--- src/spoc_pkg.sv ---
// Package for the SPI optional-feature control block: offsets, fields,
// reset values and timing counts.
// Assumes a 50 MHz module clock and a byte-wide register port.
package spoc_pkg;
  localparam int ADDR_W = 4;
  localparam int DATA_W = 8;
  localparam int SYNC_W = 4;

  // Register offsets
  localparam logic [ADDR_W-1:0] OFS_STATUS = 4'h0;
  localparam logic [ADDR_W-1:0] OFS_FC = 4'h2;
  localparam logic [ADDR_W-1:0] OFS_C1 = 4'h3;
  localparam logic [ADDR_W-1:0] OFS_MATCH_HI = 4'h4;
  localparam logic [ADDR_W-1:0] OFS_DATA_HI = 4'h5;
  localparam logic [ADDR_W-1:0] OFS_DATA_LO = 4'h6;
  localparam logic [ADDR_W-1:0] OFS_MATCH_LO = 4'h7;
  localparam logic [ADDR_W-1:0] OFS_IRQ_STAT = 4'h8;
  localparam logic [ADDR_W-1:0] OFS_IRQ_MASK = 4'h9;

  // Feature control fields
  localparam int FC_MATCH_IE = 7;
  localparam int FC_WIDTH = 6;
  localparam int FC_TXDMA = 5;
  localparam int FC_MODF_EN = 4;
  localparam int FC_BIDIR_OE = 3;
  localparam int FC_RXDMA = 2;
  localparam int FC_STOP_WAIT = 1;
  localparam int FC_PIN_CTL0 = 0;

  // Control register one fields
  localparam int C1_SE = 6;
  localparam int C1_MASTER = 4;
  localparam int C1_SELECT_OUTPUT_ENABLE = 1;

  // Status fields
  localparam int ST_RF = 7;
  localparam int ST_MATCH = 6;
  localparam int ST_TEF = 5;
  localparam int ST_MODF = 4;

  // Interrupt status and mask fields
  localparam int IRQ_MATCH = 3;
  localparam int IRQ_RF = 2;
  localparam int IRQ_TEF = 1;
  localparam int IRQ_MODF = 0;

  localparam logic [7:0] RST_FC = 8'h00;
  localparam logic [7:0] RST_C1 = 8'h00;
  localparam logic [3:0] RST_IRQ = 4'h0;
  // Pin order {sclk, ss_n, mosi, miso}; select idles high
  localparam logic [SYNC_W-1:0] SYNC_RST = 4'h4;

  // Master serial clock timing
  localparam int CLK_MHZ = 50;
  localparam int SCK_HALF_NS = 80;
  localparam int SCK_HALF_CYC = (SCK_HALF_NS * CLK_MHZ) / 1000;
  localparam int DIV_W = 3;
  localparam logic [DIV_W-1:0] DIV_LAST = DIV_W'(SCK_HALF_CYC - 1);
  localparam logic [4:0] BITS_NARROW = 5'h08;
  localparam logic [4:0] BITS_WIDE = 5'h10;

  typedef enum logic [0:0] {SPOC_IDLE, SPOC_RUN} spoc_state_e;
endpackage

--- src/spoc_sync.sv ---
// Two-stage synchroniser for the serial pins.
// Assumes the inputs are asynchronous to clk.
module spoc_sync import spoc_pkg::*; (
  input wire logic clk,
  input wire logic rst,
  input wire logic [SYNC_W-1:0] async_in,
  output logic [SYNC_W-1:0] sync_out
);
  logic [SYNC_W-1:0] meta_reg;
  logic [SYNC_W-1:0] sync_reg;

  genvar g;
  generate
    for (g = 0; g < SYNC_W; g++) begin : g_bit
      always_ff @(posedge clk or posedge rst) begin
        if (rst) begin
          meta_reg[g] <= SYNC_RST[g];
          sync_reg[g] <= SYNC_RST[g];
        end else begin
          meta_reg[g] <= async_in[g];
          sync_reg[g] <= meta_reg[g];
        end
      end
    end
  endgenerate

  assign sync_out = sync_reg;
endmodule // spoc_sync

--- src/spoc_top.sv ---
// SPI with optional-feature control: register port, mode-0 shift engine,
// DMA requests, interrupt, select and data pin steering.
// Assumes pins are asynchronous; register strobes are on clk.
// Function
// - Match interrupt enable lets the match flag raise the interrupt.
// - Width select picks 8 or 16 bit shift, match and buffers.
// - Master width change aborts transfer, idles, clears receive, match and fault flags, sets transmit empty.
// - Transmit DMA request when enabled, transmit empty and enabled system.
// - Transmit DMA enable blocks transmit-empty interrupt.
// - Slave ignores mode-fault enable; select pin is an input.
// - Master without mode-fault enable releases select pin, no detection.
// - Master with mode-fault enable: fault input or select output.
// - Shared pin driver gated by bidirectional output enable.
// - Output enable zero makes shared pin input, one drives it.
// - Separate pins: bidirectional output enable has no effect.
// - Pin control zero selects single shared data pin.
// - Receive DMA request when enabled, full and system enabled.
// - Stop-in-wait freezes the engine during wait mode.
module spoc_top import spoc_pkg::*; (
  input wire logic clk,
  input wire logic rst,
  input wire logic [ADDR_W-1:0] addr,
  input wire logic [DATA_W-1:0] wdata,
  input wire logic wr_en,
  input wire logic rd_en,
  output logic [DATA_W-1:0] rdata,
  output logic irq,
  output logic tx_dma_req,
  output logic rx_dma_req,
  input wire logic wait_mode,
  output logic clocks_stopped,
  input wire logic sclk_i,
  output logic sclk_o,
  output logic sclk_oe,
  input wire logic ss_n_i,
  output logic ss_n_o,
  output logic ss_n_oe,
  input wire logic mosi_i,
  output logic mosi_o,
  output logic mosi_oe,
  input wire logic miso_i,
  output logic miso_o,
  output logic miso_oe
);
  function automatic logic hit(input logic [ADDR_W-1:0] a,
                               input logic [ADDR_W-1:0] ofs);
    return a == ofs;
  endfunction

  logic [SYNC_W-1:0] pin_sync;
  logic sck_s, ss_s, mosi_s, miso_s;
  spoc_sync u_sync (
    .clk(clk),
    .rst(rst),
    .async_in({sclk_i, ss_n_i, mosi_i, miso_i}),
    .sync_out(pin_sync)
  );
  assign {sck_s, ss_s, mosi_s, miso_s} = pin_sync;

  spoc_state_e st_reg, st_next;
  logic [7:0] fc_reg, fc_next, c1_reg, c1_next, tx_hi_reg, tx_hi_next;
  logic [15:0] tx_buf_reg, tx_buf_next, rx_buf_reg, rx_buf_next;
  logic [15:0] match_reg, match_next, sh_reg, sh_next;
  logic rf_reg, rf_next, tef_reg, tef_next, mf_reg, mf_next;
  logic modf_reg, modf_next, din_reg, din_next;
  logic sck_reg, sck_next, sck_prev_reg, sck_prev_next;
  logic [3:0] irq_stat_reg, irq_stat_next, irq_mask_reg, irq_mask_next;
  logic [4:0] bit_reg, bit_next;
  logic [DIV_W-1:0] div_reg, div_next;
  logic [DATA_W-1:0] rdata_next;
  logic master, se, wide, pcz, frozen, abort, rise, fall, done, din, dout;
  logic [4:0] nbits;
  logic [15:0] word, match_cmp;

  always_comb begin
    st_next = st_reg;
    fc_next = fc_reg;
    c1_next = c1_reg;
    tx_hi_next = tx_hi_reg;
    tx_buf_next = tx_buf_reg;
    rx_buf_next = rx_buf_reg;
    match_next = match_reg;
    sh_next = sh_reg;
    rf_next = rf_reg;
    tef_next = tef_reg;
    mf_next = mf_reg;
    modf_next = modf_reg;
    din_next = din_reg;
    sck_next = sck_reg;
    sck_prev_next = sck_s;
    irq_stat_next = irq_stat_reg;
    irq_mask_next = irq_mask_reg;
    bit_next = bit_reg;
    div_next = div_reg;
    rdata_next = 8'h00;
    master = c1_reg[C1_MASTER];
    se = c1_reg[C1_SE];
    wide = fc_reg[FC_WIDTH];
    pcz = fc_reg[FC_PIN_CTL0];
    nbits = wide ? BITS_WIDE : BITS_NARROW;
    match_cmp = wide ? match_reg : {8'h00, match_reg[7:0]};
    din = master ? (pcz ? mosi_s : miso_s) : (pcz ? miso_s : mosi_s);
    frozen = fc_reg[FC_STOP_WAIT] & wait_mode;
    word = {sh_reg[14:0], din_reg};
    if (!wide) begin
      word = {8'h00, word[7:0]};
    end
    abort = 1'b0;
    rise = 1'b0;
    fall = 1'b0;
    done = 1'b0;
    // Reads and clears first, so hardware sets below win
    if (rd_en) begin
      if (hit(addr, OFS_STATUS)) begin
        rdata_next = {rf_reg, mf_reg, tef_reg, modf_reg, 4'h0};
      end else if (hit(addr, OFS_FC)) begin
        rdata_next = fc_reg;
      end else if (hit(addr, OFS_C1)) begin
        rdata_next = c1_reg;
      end else if (hit(addr, OFS_MATCH_HI)) begin
        rdata_next = wide ? match_reg[15:8] : 8'h00;
      end else if (hit(addr, OFS_DATA_HI)) begin
        rdata_next = wide ? rx_buf_reg[15:8] : 8'h00;
      end else if (hit(addr, OFS_DATA_LO)) begin
        rdata_next = rx_buf_reg[7:0];
        rf_next = 1'b0;
      end else if (hit(addr, OFS_MATCH_LO)) begin
        rdata_next = match_reg[7:0];
      end else if (hit(addr, OFS_IRQ_STAT)) begin
        rdata_next = {4'h0, irq_stat_reg};
      end else if (hit(addr, OFS_IRQ_MASK)) begin
        rdata_next = {4'h0, irq_mask_reg};
      end
    end
    if (wr_en) begin
      if (hit(addr, OFS_FC)) begin
        fc_next = wdata;
        abort = master && (wdata[FC_WIDTH] != fc_reg[FC_WIDTH]);
      end else if (hit(addr, OFS_C1)) begin
        c1_next = wdata;
        abort = se && !wdata[C1_SE];
      end else if (hit(addr, OFS_STATUS)) begin
        mf_next = mf_reg & ~wdata[ST_MATCH];
        modf_next = modf_reg & ~wdata[ST_MODF];
      end else if (hit(addr, OFS_MATCH_HI)) begin
        match_next[15:8] = wdata;
      end else if (hit(addr, OFS_MATCH_LO)) begin
        match_next[7:0] = wdata;
      end else if (hit(addr, OFS_DATA_HI)) begin
        tx_hi_next = wdata;
      end else if (hit(addr, OFS_IRQ_STAT)) begin
        irq_stat_next = irq_stat_reg & ~wdata[3:0];
      end else if (hit(addr, OFS_IRQ_MASK)) begin
        irq_mask_next = wdata[3:0];
      end
    end
    // fault detect only with mode-fault enable, select input
    if (se && master && fc_reg[FC_MODF_EN] && !c1_reg[C1_SELECT_OUTPUT_ENABLE] && !ss_s) begin
      modf_next = 1'b1;
      irq_stat_next[IRQ_MODF] = 1'b1;
      c1_next[C1_MASTER] = 1'b0;
      abort = 1'b1;
    end
    if (abort) begin
      st_next = SPOC_IDLE;
      rf_next = 1'b0;
      mf_next = 1'b0;
      modf_next = modf_next & ~(wr_en & hit(addr, OFS_FC));
      tef_next = 1'b1;
      sck_next = 1'b0;
    end else if (!frozen) begin
      unique case (st_reg)
        SPOC_IDLE: begin
          // slave starts on select input low with serial clock low, not on transmit data
          if (se && (master ? !tef_reg : (!ss_s && !sck_s))) begin
            st_next = SPOC_RUN;
            sh_next = tx_buf_reg;
            bit_next = 5'h00;
            div_next = '0;
            sck_next = 1'b0;
            tef_next = 1'b1;
            irq_stat_next[IRQ_TEF] = 1'b1;
          end
        end
        SPOC_RUN: begin
          if (master) begin
            if (div_reg == DIV_LAST) begin
              div_next = '0;
              sck_next = ~sck_reg;
              rise = !sck_reg;
              fall = sck_reg;
            end else begin
              div_next = DIV_W'(div_reg + 1'b1);
            end
          end else begin
            rise = sck_s & ~sck_prev_reg;
            fall = ~sck_s & sck_prev_reg;
            if (ss_s) begin
              st_next = SPOC_IDLE;
            end
          end
          if (rise) begin
            din_next = din;
            bit_next = 5'(bit_reg + 1'b1);
          end
          if (fall) begin
            sh_next = {sh_reg[14:0], din_reg};
            if (bit_reg == nbits) begin
              done = 1'b1;
              st_next = SPOC_IDLE;
            end
          end
        end
      endcase
    end
    if (done) begin
      rx_buf_next = word;
      rf_next = 1'b1;
      irq_stat_next[IRQ_RF] = 1'b1;
      if (word == match_cmp) begin
        mf_next = 1'b1;
        irq_stat_next[IRQ_MATCH] = 1'b1;
      end
    end
    // Buffer write last: a refill in the start cycle is not lost
    if (wr_en && hit(addr, OFS_DATA_LO)) begin
      tx_buf_next = wide ? {tx_hi_reg, wdata} : {8'h00, wdata};
      tef_next = 1'b0;
    end
  end

  always_ff @(posedge clk or posedge rst) begin
    if (rst) begin
      st_reg <= SPOC_IDLE;
      fc_reg <= RST_FC;
      c1_reg <= RST_C1;
      tx_hi_reg <= 8'h00;
      tx_buf_reg <= 16'h0000;
      rx_buf_reg <= 16'h0000;
      match_reg <= 16'h0000;
      sh_reg <= 16'h0000;
      rf_reg <= 1'b0;
      tef_reg <= 1'b1;
      mf_reg <= 1'b0;
      modf_reg <= 1'b0;
      din_reg <= 1'b0;
      sck_reg <= 1'b0;
      sck_prev_reg <= 1'b0;
      irq_stat_reg <= RST_IRQ;
      irq_mask_reg <= RST_IRQ;
      bit_reg <= 5'h00;
      div_reg <= '0;
      rdata <= 8'h00;
    end else begin
      st_reg <= st_next;
      fc_reg <= fc_next;
      c1_reg <= c1_next;
      tx_hi_reg <= tx_hi_next;
      tx_buf_reg <= tx_buf_next;
      rx_buf_reg <= rx_buf_next;
      match_reg <= match_next;
      sh_reg <= sh_next;
      rf_reg <= rf_next;
      tef_reg <= tef_next;
      mf_reg <= mf_next;
      modf_reg <= modf_next;
      din_reg <= din_next;
      sck_reg <= sck_next;
      sck_prev_reg <= sck_prev_next;
      irq_stat_reg <= irq_stat_next;
      irq_mask_reg <= irq_mask_next;
      bit_reg <= bit_next;
      div_reg <= div_next;
      rdata <= rdata_next;
    end
  end

  // Pin, request and interrupt outputs, one cycle behind the state
  logic irq_next, txd_next, rxd_next, run;
  logic sck_o_next, sck_oe_next, ss_o_next, ss_oe_next;
  logic mosi_oe_next, miso_oe_next;
  logic [3:0] irq_gate;
  always_comb begin
    run = st_reg == SPOC_RUN;
    dout = wide ? sh_reg[15] : sh_reg[7];
    irq_gate = {fc_reg[FC_MATCH_IE], ~fc_reg[FC_RXDMA],
                ~fc_reg[FC_TXDMA], 1'b1};
    irq_next = |(irq_stat_reg & irq_mask_reg & irq_gate);
    txd_next = fc_reg[FC_TXDMA] & tef_reg & se;
    rxd_next = fc_reg[FC_RXDMA] & rf_reg & se;
    sck_o_next = master & sck_reg;
    sck_oe_next = se & master;
    // select output only with fault enable and output enable
    ss_o_next = !run;
    ss_oe_next = se & master & fc_reg[FC_MODF_EN] & c1_reg[C1_SELECT_OUTPUT_ENABLE];
    mosi_oe_next = se & master & (!pcz | fc_reg[FC_BIDIR_OE]);
    miso_oe_next = se & !master & !ss_s & (!pcz | fc_reg[FC_BIDIR_OE]);
  end

  always_ff @(posedge clk or posedge rst) begin
    if (rst) begin
      irq <= 1'b0;
      tx_dma_req <= 1'b0;
      rx_dma_req <= 1'b0;
      clocks_stopped <= 1'b0;
      sclk_o <= 1'b0;
      sclk_oe <= 1'b0;
      ss_n_o <= 1'b1;
      ss_n_oe <= 1'b0;
      mosi_o <= 1'b0;
      mosi_oe <= 1'b0;
      miso_o <= 1'b0;
      miso_oe <= 1'b0;
    end else begin
      irq <= irq_next;
      tx_dma_req <= txd_next;
      rx_dma_req <= rxd_next;
      clocks_stopped <= frozen;
      sclk_o <= sck_o_next;
      sclk_oe <= sck_oe_next;
      ss_n_o <= ss_o_next;
      ss_n_oe <= ss_oe_next;
      mosi_o <= dout;
      mosi_oe <= mosi_oe_next;
      miso_o <= dout;
      miso_oe <= miso_oe_next;
    end
  end
endmodule // spoc_top

--- config.mk ---
export PLATFORM = sky130hd
export DESIGN_NAME = spoc_top
export DESIGN_NICKNAME = d
export VERILOG_FILES = /design/src/spoc_pkg.sv /design/src/spoc_sync.sv /design/src/spoc_top.sv
export SDC_FILE = /design/constraint.sdc
export NUM_CORES = 1
export LEC_CHECK = 0
export ABC_CLOCK_PERIOD_IN_PS = 12090
export BUFFER_PORTS_ARGS = -buffer_cell sky130_fd_sc_hd__buf_2
export CAP_MARGIN = 20
export CORE_ASPECT_RATIO = 0.9
export CORE_UTILIZATION = 65
export DETAILED_ROUTE_END_ITERATION = 8
export GPL_TIMING_DRIVEN = 0
export PLACE_DENSITY = 0.87
export SLEW_MARGIN = 0
export SYNTH_ARGS = -nofsm -noshare
export SYNTH_HDL_FRONTEND = slang
export SYNTH_SLANG_ARGS = --single-unit
export TNS_END_PERCENT = 5
--- constraint.sdc ---
create_clock -name clk -period 12.09 [get_ports clk]
set_input_delay 2.418 -clock clk [delete_from_list [all_inputs] [get_ports clk]]
set_output_delay 2.418 -clock clk [all_outputs]
set_load 0.1 [all_outputs]
==> impl_metrics.ini <==
[yosys]
netlist-cell-type-count = 65
synth_seq_cells = 139
synth_commonest_cells = sky130_fd_sc_hd__dfrtp_1, sky130_fd_sc_hd__mux2_2, sky130_fd_sc_hd__nand2_1
post_synth_main_area_contributors = sky130_fd_sc_hd__dfrtp_1, sky130_fd_sc_hd__mux2_2, sky130_fd_sc_hd__nand2_1
syn-cell-area_um2 = 6620
number_of_enable_type_register_cells_in_the_synthesized_netlist = 0
synth_nets = 594
synthDominantAreaCellType = sky130_fd_sc_hd__dfrtp_1
synth_seq_area_share = 0.526
synthFlopType = sky130_fd_sc_hd__dfrtp_1
syn_inst = 570
asyncSetResetFlopFracSynth = 1.00
yosysTopAreaCellShare = 0.511
post_synth.cell_area_avg_um2 = 11.6
yosysWarningCount = 0
synth_most_common_cell = sky130_fd_sc_hd__dfrtp_1

[critical_path]
worst-r2r-cell-count = 7
worst-setup-path-type = in -> reg
timing.critical_path.to = match_reg[2]
critical_path.startpoint = addr[1]
required_ns = 12.39
arrival_ns = 4.44
worstSetupEndpointType = flip-flop
regToRegSetupSlack_ns = 9.68
crit_path_start_kind = primary input
regToRegStartpoint = c1_reg[6]
worst-path-max-fanout = 10
r2r_end = sh_reg[6]

[clock_tree]
post_cts_hold_buffer_count = 0
cts-resized-gates = 0
tritoncts = done
deepest_level_of_the_cts_h_tree = 4
clock_insertion_delay_worst_skew_ns = 0.42
worst_setup_hold_path_clk_slew_ns = 0.06
cts_num_sinks = 139
clockBufferDepth = 2
clock_root_buffer = sky130_fd_sc_hd__clkbuf_16
cts.repair_timing.setup_buffer_count = 0
numCtsBuffers = 17

[timing]
final_setup_violations = 0
clock.fmax_ghz = 0.242
fin_worst_hold_slack_ns = 0.349
final_slew_violations = 0
final.setup.tns_ns = 0
worst_slew_margin_rel = 0.489
min_period_over_period = 0.342
hold_viol_final = 0
rsz0062_at_grt = false
period_needed_ns = 4.14
worst_clock_skew_ns = 0.00863
timing_worst_slew_pin_value_ns = 0.763

[final_layout]
antenna_cells_inserted = 0
post_route_cells_drive_above_1_share = 0.309
layout.nets = 651
area_growth_pct = 14.9

[run_status]
run_status = complete, no violations

[route]
drtPass1Iterations = 5
first_iter_violations = 332
routedWlPerCell_um = 23.0
detail_route.wirelength_um = 17600
avgViaCountPerCell = 6.49
ant_nets = 0
via_count = 4971
drc = 0

[floorplan]
die-height_um = 97.7
fp-row-count = 34
initial_utilization = 0.676
die_outline_area_um2 = 10600
pin_count = 41
floorplan.core_area_um2 = 9780
die_w_um = 108

[global_route]
first_global_vias = 5016
grt_antenna_before_repair = 0
grt_start_max_net_pins = 89
gr-total-overflow = 0
gr-usage-all-layers = 0.363
grt_pass1_wl_um = 27900

[power_and_ir_drop]
ir_drop_mv = 0.156
power_density_nw_per_um2 = 214
p_leak_nw = 3.51

[place]
io_buffer_count = 37
place.gp.congestion = 0.937
dp_hpwl_um = 12000

[worst_hold_path]
min-delay-path-class = reg -> reg

[run]
max_cap_viol = 0
[logic make-up (layout without fill, tap and decap cells)]
family,Yosys count,in the layout,share of synthesized area
and+or+nand+nor,158,158,0.123
DFF,139,139,0.526
AOI/OAI and AO/OA,106,106,0.119
muxes,100,100,0.169
buffers and inverters,46,116,0.0329
xor gates and xnor gates,18,18,0.0238
adders and majority gates,3,3,0.00567
[report_power, final]
group          switching (mW)  internal (mW)
registers              0.0943          0.564
clock network           0.202          0.333
logic                   0.257          0.175
[critical path, stage by stage]
cell                       delay (ns)
sky130_fd_sc_hd__buf_2           0.20
sky130_fd_sc_hd__clkbuf_1        0.44
sky130_fd_sc_hd__nand2_1         0.30
sky130_fd_sc_hd__nor2_1          0.66
sky130_fd_sc_hd__mux2_2          0.42
[layout make-up]
class,instances,area [um2]
sequential,139,3480
multi-input combinational,385,2920
fill,609,2180
clock buffer,20,447
timing repair buffer,38,213
buffer,33,169
clock inverter,12,163
tap,126,158
inverter,13,53.8
[worst min-delay path by stage]
stage,slack [ns],cells past startpoint,end,start
4_1_cts,0.35,0,u_sync.sync_out[0],u_sync.meta_reg[0]
2_1_floorplan,0.33,0,u_sync.sync_out[0],u_sync.meta_reg[0]
6_report,0.35,0,u_sync.sync_out[0],u_sync.meta_reg[0]
3_5_place_dp,0.34,0,u_sync.sync_out[0],u_sync.meta_reg[0]
3_3_place_gp,0.33,0,u_sync.sync_out[0],u_sync.meta_reg[0]
5_1_grt,0.36,0,u_sync.sync_out[2],u_sync.meta_reg[2]
[through the flow]
step	util	worst slack (ns)	power, mW	instance area (um2)	cells
floorplan	-	5.95	0.968	6620	570
global placement	0.711	4.69	1.06	6960	733
detailed placement	0.715	7.62	1.08	6990	734
CTS	0.777	8.05	1.63	7600	766
global route	0.777	7.90	1.69	7600	766
finish	0.777	7.95	1.63	7600	766
[layout by cell type (no fill, tap or decap), types with 4 or more instances in the layout]
| cell | count |
|---|---|
| sky130_fd_sc_hd__a211oi_1 | 9 |
| sky130_fd_sc_hd__a21bo_2 | 8 |
| sky130_fd_sc_hd__a21oi_1 | 17 |
| sky130_fd_sc_hd__a22o_1 | 7 |
| sky130_fd_sc_hd__a22oi_1 | 4 |
| sky130_fd_sc_hd__a31oi_1 | 5 |
| sky130_fd_sc_hd__and2_1 | 6 |
| sky130_fd_sc_hd__and3_1 | 5 |
| sky130_fd_sc_hd__buf_1 | 5 |
| sky130_fd_sc_hd__buf_2 | 46 |
| sky130_fd_sc_hd__buf_6 | 4 |
| sky130_fd_sc_hd__clkbuf_1 | 16 |
| sky130_fd_sc_hd__clkbuf_16 | 17 |
| sky130_fd_sc_hd__dfrtp_1 | 135 |
| sky130_fd_sc_hd__dfstp_2 | 4 |
| sky130_fd_sc_hd__inv_1 | 11 |
| sky130_fd_sc_hd__inv_6 | 4 |
| sky130_fd_sc_hd__mux2_2 | 91 |
| sky130_fd_sc_hd__mux2i_1 | 8 |
| sky130_fd_sc_hd__nand2_1 | 61 |
| sky130_fd_sc_hd__nand2b_1 | 8 |
| sky130_fd_sc_hd__nand3_1 | 7 |
| sky130_fd_sc_hd__nand3b_1 | 4 |
| sky130_fd_sc_hd__nand4_1 | 17 |
| sky130_fd_sc_hd__nor2_1 | 22 |
| sky130_fd_sc_hd__nor2b_1 | 6 |
| sky130_fd_sc_hd__nor3_1 | 8 |
| sky130_fd_sc_hd__o21ai_0 | 23 |
| sky130_fd_sc_hd__xnor2_1 | 16 |
[routing by layer]
layer,GRT usage,part of all wire
met1,0.513,0.43
met2,0.546,0.46
met3,0.0825,0.079
met4,0.149,0.027
met5,0,0
No activity file was read; power rests on OpenSTA's default activity.
